--- src/fbod_map.svh ---
// Timing constants and field positions for the flash bus host controller
`ifndef FBOD_MAP_SVH
`define FBOD_MAP_SVH

`define FBOD_CLK_NS        100
`define FBOD_ACC_NS        120
`define FBOD_ACC_CYC       ((`FBOD_ACC_NS + `FBOD_CLK_NS - 1) / `FBOD_CLK_NS)
`define FBOD_WP_NS         50
`define FBOD_WP_CYC        ((`FBOD_WP_NS + `FBOD_CLK_NS - 1) / `FBOD_CLK_NS)
`define FBOD_RP_NS         500
`define FBOD_RP_CYC        ((`FBOD_RP_NS + `FBOD_CLK_NS - 1) / `FBOD_CLK_NS)
`define FBOD_CNT_W         4
`define FBOD_ADDR_W        18
`define FBOD_SA_HI         17
`define FBOD_SA_LO         13

`endif

--- src/fbod_pkg.sv ---
// Types for the flash bus host controller
package fbod_pkg;
    typedef enum logic [1:0] {
        FBOD_OP_READ,
        FBOD_OP_WRITE,
        FBOD_OP_RESET
    } fbod_op_t;

    typedef enum {
        FBOD_IDLE,
        FBOD_RD_WAIT,
        FBOD_WR_PULSE,
        FBOD_WR_END,
        FBOD_RST_PULSE
    } fbod_state_t;
endpackage : fbod_pkg

--- src/fbod_host.sv ---
// Host-side controller that drives the boot-sector flash bus pins
`timescale 1ns/1ps
`include "fbod_map.svh"

module fbod_host
    import fbod_pkg::*;
#(
    parameter bit TOP_BOOT = 1'b1,
    parameter bit HAS_RESET_PIN = 1'b1
) (
    // Clock and reset
    input  wire logic                     clock_i,
    input  wire logic                     arst_n_i,
    // User request
    input  wire logic                     req_valid_i,
    input  wire fbod_op_t                 req_op_i,
    input  wire logic [`FBOD_ADDR_W-1:0]  req_addr_i,
    input  wire logic [7:0]               req_wdata_i,
    output logic                          req_ready_o,
    output logic                          rsp_valid_o,
    output logic [7:0]                    rsp_rdata_o,
    output logic [2:0]                    rsp_sector_o,
    // Flash pins
    output logic [`FBOD_ADDR_W-1:0]       byte_address_o,
    input  wire logic [7:0]               data_pins_i,
    output logic [7:0]                    data_pins_o,
    output logic                          data_pins_oe_o,
    output logic                          chip_en_n_o,
    output logic                          out_en_n_o,
    output logic                          wr_en_n_o,
    output logic                          reset_n_o
);

    // ********************************
    // Sector decode
    // ********************************
    logic [4:0] sa;
    logic [2:0] sec_top;
    logic [2:0] sec_bot;
    logic [2:0] sector;
    assign sa = req_addr_i[`FBOD_SA_HI:`FBOD_SA_LO];
    assign sec_top = (sa[4:3] != 2'b11) ? {1'b0, sa[4:3]} :
                     !sa[2] ? 3'h3 : sa[1] ? 3'h6 : (sa[0] ? 3'h5 : 3'h4);
    assign sec_bot = (sa[4:3] != 2'b00) ? ({1'b0, sa[4:3]} + 3'h3) :
                     sa[2] ? 3'h3 : !sa[1] ? 3'h0 : (sa[0] ? 3'h2 : 3'h1);
    assign sector = TOP_BOOT ? sec_top : sec_bot;

    // ********************************
    // Bus sequencer
    // ********************************
    fbod_state_t             state_q;
    fbod_state_t             state_d;
    logic [`FBOD_CNT_W-1:0]  cnt_q;
    logic                    take;
    logic                    cnt_done;
    assign take = req_ready_o && req_valid_i;
    assign cnt_done = (cnt_q == '0);

    always_comb begin
        state_d = state_q;
        case (state_q)
            FBOD_IDLE: begin
                if (take) begin
                    case (req_op_i)
                        FBOD_OP_READ:  state_d = FBOD_RD_WAIT;
                        FBOD_OP_WRITE: state_d = FBOD_WR_PULSE;
                        default:       state_d = HAS_RESET_PIN ? FBOD_RST_PULSE : FBOD_IDLE;
                    endcase
                end
            end
            FBOD_RD_WAIT:   if (cnt_done) state_d = FBOD_IDLE;
            FBOD_WR_PULSE:  if (cnt_done) state_d = FBOD_WR_END;
            FBOD_WR_END:    state_d = FBOD_IDLE;
            FBOD_RST_PULSE: if (cnt_done) state_d = FBOD_IDLE;
            default:        state_d = FBOD_IDLE;
        endcase
    end

    always_ff @(posedge clock_i or negedge arst_n_i) begin
        if (!arst_n_i) begin
            state_q <= FBOD_IDLE;
            cnt_q   <= '0;
        end else begin
            state_q <= state_d;
            if (take) begin
                cnt_q <= (req_op_i == FBOD_OP_READ)  ? `FBOD_CNT_W'(`FBOD_ACC_CYC - 1) :
                         (req_op_i == FBOD_OP_WRITE) ? `FBOD_CNT_W'(`FBOD_WP_CYC - 1) :
                                                       `FBOD_CNT_W'(`FBOD_RP_CYC - 1);
            end else if (!cnt_done) begin
                cnt_q <= cnt_q - 1'b1;
            end
        end
    end

    // ********************************
    // Pin drivers
    // ********************************
    // Pins stay deselected between cycles; array-read needs no setup command
    always_ff @(posedge clock_i or negedge arst_n_i) begin
        if (!arst_n_i) begin
            chip_en_n_o    <= 1'b1;
            out_en_n_o     <= 1'b1;
            wr_en_n_o      <= 1'b1;
            reset_n_o      <= 1'b1;
            data_pins_oe_o <= 1'b0;
            data_pins_o    <= 8'h00;
            byte_address_o <= '0;
            req_ready_o    <= 1'b0;
            rsp_valid_o    <= 1'b0;
            rsp_rdata_o    <= 8'h00;
            rsp_sector_o   <= 3'h0;
        end else begin
            rsp_valid_o <= 1'b0;
            req_ready_o <= (state_d == FBOD_IDLE);
            if (take) begin
                byte_address_o <= req_addr_i;
                rsp_sector_o   <= sector;
                data_pins_o    <= req_wdata_i;
                case (req_op_i)
                    FBOD_OP_READ: begin
                        chip_en_n_o <= 1'b0;
                        out_en_n_o  <= 1'b0;
                    end
                    FBOD_OP_WRITE: begin
                        chip_en_n_o    <= 1'b0;
                        wr_en_n_o      <= 1'b0;
                        data_pins_oe_o <= 1'b1;
                    end
                    default: reset_n_o <= !HAS_RESET_PIN;
                endcase
            end
            if (state_q == FBOD_RD_WAIT && cnt_done) begin
                rsp_rdata_o <= data_pins_i;
                rsp_valid_o <= 1'b1;
                chip_en_n_o <= 1'b1;
                out_en_n_o  <= 1'b1;
            end
            if (state_q == FBOD_WR_PULSE && cnt_done) begin
                wr_en_n_o   <= 1'b1;
                chip_en_n_o <= 1'b1;
            end
            if (state_q == FBOD_WR_END) begin
                data_pins_oe_o <= 1'b0;
                rsp_valid_o    <= 1'b1;
            end
            if (state_q == FBOD_RST_PULSE && cnt_done) begin
                reset_n_o   <= 1'b1;
                // User must restart work the pulse cut short
                rsp_valid_o <= 1'b1;
            end
        end
    end

    // ********************************
    // Checks
    // ********************************
    property p_read_levels;
        @(posedge clock_i) disable iff (!arst_n_i)
        !out_en_n_o |-> !chip_en_n_o && wr_en_n_o && reset_n_o && !data_pins_oe_o;
    endproperty
    a_read_levels: assert property (p_read_levels) else $error("bad read levels");

    property p_write_levels;
        @(posedge clock_i) disable iff (!arst_n_i)
        !wr_en_n_o |-> !chip_en_n_o && out_en_n_o && data_pins_oe_o;
    endproperty
    a_write_levels: assert property (p_write_levels) else $error("bad write levels");

    property p_no_bus_in_reset;
        @(posedge clock_i) disable iff (!arst_n_i)
        !reset_n_o |-> chip_en_n_o && out_en_n_o && wr_en_n_o;
    endproperty
    a_no_bus_in_reset: assert property (p_no_bus_in_reset) else $error("bus used in reset");

    property p_reset_width;
        @(posedge clock_i) disable iff (!arst_n_i)
        $fell(reset_n_o) |-> !reset_n_o [*5];
    endproperty
    a_reset_width: assert property (p_reset_width) else $error("reset pulse short");

    property p_read_wait;
        @(posedge clock_i) disable iff (!arst_n_i)
        $fell(out_en_n_o) |-> !rsp_valid_o ##1 !rsp_valid_o ##1 rsp_valid_o;
    endproperty
    a_read_wait: assert property (p_read_wait) else $error("read sampled early");

    property p_write_release;
        @(posedge clock_i) disable iff (!arst_n_i)
        $rose(wr_en_n_o) |-> data_pins_oe_o ##1 !data_pins_oe_o && rsp_valid_o;
    endproperty
    a_write_release: assert property (p_write_release) else $error("data not held");

    property p_top_decode;
        @(posedge clock_i) disable iff (!arst_n_i)
        TOP_BOOT && sa == 5'h1d |-> sector == 3'h5;
    endproperty
    a_top_decode: assert property (p_top_decode) else $error("top decode wrong");

    property p_bot_decode;
        @(posedge clock_i) disable iff (!arst_n_i)
        !TOP_BOOT && sa == 5'h02 |-> sector == 3'h1;
    endproperty
    a_bot_decode: assert property (p_bot_decode) else $error("bottom decode wrong");

endmodule : fbod_host

--- config.mk ---
export PLATFORM = sky130hd
export DESIGN_NAME = fbod_host
export DESIGN_NICKNAME = d
export VERILOG_FILES = /design/src/fbod_pkg.sv /design/src/fbod_host.sv
export VERILOG_INCLUDE_DIRS = /design/src
export SDC_FILE = /design/constraint.sdc
export NUM_CORES = 1
export LEC_CHECK = 0
export BUFFER_PORTS_ARGS = -buffer_cell sky130_fd_sc_hd__buf_2
export CORE_MARGIN = 2
export CORE_UTILIZATION = 51
export DETAILED_ROUTE_END_ITERATION = 7
export GPL_TIMING_DRIVEN = 0
export PLACE_DENSITY = 0.82
export SLEW_MARGIN = 10
export SYNTH_ARGS = -nofsm -noshare
export SYNTH_HDL_FRONTEND = slang
export SYNTH_SLANG_ARGS = --single-unit
--- constraint.sdc ---
create_clock -name clock_i -period 6.3 [get_ports clock_i]
set_clock_uncertainty 0.05 [all_clocks]
set_input_delay 0 -clock clock_i [delete_from_list [all_inputs] [get_ports clock_i]]
set_output_delay 0 -clock clock_i [all_outputs]
set_load 0.03 [all_outputs]
==> flow_summary.rst <==
.. list-table::
   :header-rows: 1

   * - Metric
     - Value
   * - Part of the power in combinational logic
     - 18.0%
   * - Detail Placement HPWL
     - 4160 microns
   * - Internal Dissipation
     - 784 uW
   * - Global-route usage over all layers
     - 24.8%
   * - Fill cell count
     - 368
   * - Distinct cells, synth
     - 35
   * - Peak supply drop
     - 0.000174 V
   * - Number of ports placed on the die boundary
     - 83
   * - Total count of max-transition violations in the final report
     - 0
   * - Seq pwr share
     - 52.1%
   * - Site Rows
     - 27
   * - Cell family with the largest share of critical-path delay
     - simple AND/OR/NAND/NOR gates
   * - Critical Path Sink Type
     - flop
   * - Leak
     - 0.00207 uW
   * - Biggest fanout along the worst timing path
     - 9
   * - Sum Neg Setup Slack
     - 0 ns
   * - Number of endpoints failing setup at the final stage
     - 0
   * - Die extent in x
     - 79.6 microns
   * - DR DRC count
     - 0
   * - Die area
     - 6340 sq um
   * - Vias per std cell
     - 4.92
   * - Num Clock Sinks
     - 80
   * - Data arrival time at the worst-slack endpoint
     - 2.57 ns
   * - Layout cells sized above 1
     - 27.2%
   * - Number of failing hold endpoints at the final stage
     - 0
   * - Largest net degree at the start of global routing
     - 59
   * - Area of the mapped netlist
     - 2920 sq um
   * - Sum of buffers and inverters on the critical path
     - 1
   * - Slowest cell on crit path
     - nor4_4
   * - Mean post-synth cell area
     - 11.6 sq um
   * - Worst reg2reg setup slack
     - 3.91 ns
   * - TritonCTS Buffers
     - 9
   * - Power density cells
     - 271 nW/um^2
   * - Share of total power consumed by net switching
     - 29.0%
   * - Seq/Total Area, Yosys
     - 68.8%
   * - Routed via count
     - 2,396
   * - Synthesized instance count
     - 252
   * - Initial antenna violation count
     - 0
   * - Reg-to-Reg Start
     - cnt_q[0]
   * - Min Tclk post-route
     - 2.39 ns
   * - Count of maximum capacitance violations
     - 0
   * - Resized Gates After CTS
     - 0
   * - Aggregate global routing overflow
     - 0
   * - Clock tree from TritonCTS
     - done
   * - Number of setup buffers added after CTS
     - 0
   * - Die height
     - 79.6 microns
   * - Worst Reg-to-Reg Cells
     - 6
   * - Wire length of the first global-routing pass
     - 11,500 microns
   * - Worst Path Required
     - 6.48 ns
   * - Flip-flop and latch count after synthesis
     - 80
   * - Net switching power
     - 320 uW
   * - Footprint of the multi-input gates
     - 962 sq um
   * - Total design power
     - 1100 uW
   * - Capture instance of the worst register-to-register path
     - rsp_rdata_o[0]
   * - Dominant register cell in the synthesized netlist
     - dfrtp_1
   * - Antenna diodes
     - 0
   * - Root buffer cell
     - clkbuf_8
   * - Maximum frequency from static timing analysis
     - 418 MHz
   * - CP peak stage delay
     - 0.52 ns
   * - Type of the setup path with the least slack
     - reg -> reg
   * - Setup repair after global routing missed its margin
     - no
   * - Max-slew headroom
     - 56.7%
   * - Series of cell instances along the critical path
     - inv_1 > ha_1 > nor4b_2 > nand4_1 > nor4_4 > mux2_2
   * - Number of global-route vias before repair
     - 2,434
   * - Status
     - finished clean
   * - Period Utilization, post-route
     - 38.0%
   * - Initial detailed-routing violation count
     - 144
   * - Count of synthesis-stage warnings from yosys
     - 0
   * - Post-CTS Hold Buffers
     - 36
   * - Wirelength per Cell
     - 14.8 microns
   * - Number of enable-type register cells in the synthesized netlist
     - 0
   * - Number of buffers between clock root and the deepest sink
     - 2
   * - Startpoint types
     - flop
   * - Gpl congestion
     - 0.752
   * - Final ANT Viol Nets
     - 0
   * - Proportion of register bits with asynchronous set or reset after synthesis
     - 100%
   * - Number of nets in the layout
     - 450
   * - Number of buffers inserted by port buffering
     - 82
   * - H-tree levels
     - 3
   * - CTS clock-pin slew for the worst setup and hold paths
     - 0.08 ns
   * - Effective utilization at floorplan
     - 53.0%
   * - Layout overhead on the synthesized area
     - 39.9%
   * - Core region area
     - 5510 sq um
   * - Final routed wirelength across all metal layers
     - 7210 microns
   * - Detailed-router iteration count before antenna repair
     - 4
   * - Slew of the pin with the lowest slew margin
     - 0.645 ns
   * - Source-to-sink clock delay at the later pin of the worst-skew pair
     - 0.35 ns
   * - Part of the total power dissipated in the clock network
     - 29.9%
   * - Class of the tightest hold or removal check
     - in -> async
   * - Combined flip-flop and latch cell area
     - 2010 sq um
per-layer routing:
layer / track usage [%] / share of wire, % / up-vias
li1: - / - / 1118
met1: 27.5 / 38 / 1154
met2: 42.2 / 52 / 100
met3: 8.14 / 6.3 / 24
met4: 13.1 / 3.2 / 0
met5: 0 / 0 / -
stage by stage:
step / utilization [%] / std cells / area [sq um] / setup slack, ns / hold WS (ns)
2_1_floorplan: - / 280 / 3020 / 4.27 / -0.346
6_report: 74.1 / 487 / 4080 / 3.91 / 0.0341
5_1_grt: 74.1 / 487 / 4080 / 3.75 / 0.0401
3_5_place_dp: 64.5 / 435 / 3550 / 3.87 / -0.130
4_1_cts: 74.1 / 487 / 4080 / 3.86 / 0.0255
3_3_place_gp: 64.0 / 434 / 3520 / 3.91 / 0.140
final cells by class:
cell class	count	area share (%)
flip-flops and latches	80	49.2
multi-input cells	186	23.6
repair buffers	119	19.6
clock buffers	13	3.65
well taps	72	2.21
plain buffers	11	1.01
clock inverters	3	0.429
inverters	3	0.276
flip-flops by register name, summed over array words and instances, names as in the netlist, 3 cells and up:
| name | count |
|---|---|
| state_q | 32 |
| byte_address_o | 18 |
| data_pins_o | 8 |
| rsp_rdata_o | 8 |
| cnt_q | 4 |
| rsp_sector_o | 3 |
power groups by stage:
stage	Combinational, uW	Sequential [uW]	Clock, uW
2_1_floorplan	82.9	614	0
3_3_place_gp	169	582	0
6_report	199	575	330
3_5_place_dp	177	584	0
4_1_cts	195	574	335
5_1_grt	220	579	363
synthesized netlist by cell type, drive strengths merged, types with 2 or more instances:
master	number	area [sq um]
nand2	89	334
nor2	3	11.3
a211oi	2	15.0
o21ai	9	45.0
dfrtp	76	1900
nor4b	2	23.8
o31ai	2	15.0
xnor2	4	35.0
nor3	3	15.0
dfstp	4	105
nor2b	2	12.5
nor3b	2	15.0
nand4	2	12.5
clkbuf	11	41.3
nand3	4	20.0
inv	3	11.3
nor4	9	71.3
mux2	10	113
cell usage in the layout (no fill, tap or decap), drive strengths merged, types with 9 or more instances in the layout:
| cell | n |
|---|---|
| dlygate4sd3 | 36 |
| buf | 83 |
| mux2 | 10 |
| nand2 | 89 |
| dfrtp | 76 |
| o21ai | 9 |
| conb | 29 |
| clkbuf | 24 |
| nor4 | 9 |
how the worst max path moves through the flow:
stage / slack, ns / to / cells past startpoint / startpoint
floorplan: 4.27 / rsp_rdata_o[0] / 6 / cnt_q[0]
global placement: 3.91 / rsp_rdata_o[6] / 6 / cnt_q[0]
detailed placement: 3.87 / rsp_rdata_o[5] / 6 / cnt_q[0]
global route: 3.75 / rsp_rdata_o[0] / 6 / cnt_q[0]
CTS: 3.86 / rsp_rdata_o[5] / 6 / cnt_q[0]
finish: 3.91 / rsp_rdata_o[0] / 6 / cnt_q[0]
cell families after synthesis:
group / after synthesis / share of synthesized area (%)
muxes: 10 / 3.86
AOI/OAI and AO/OA: 19 / 4.25
adders and majority gates: 1 / 0.429
buffers and inverters: 14 / 1.80
and+or+nand+nor: 122 / 19.2
xor gates and xnor gates: 5 / 1.50
DFF: 80 / 68.8
other: 1 / 0.129
Note: power is estimated with default switching activity, not from simulation.
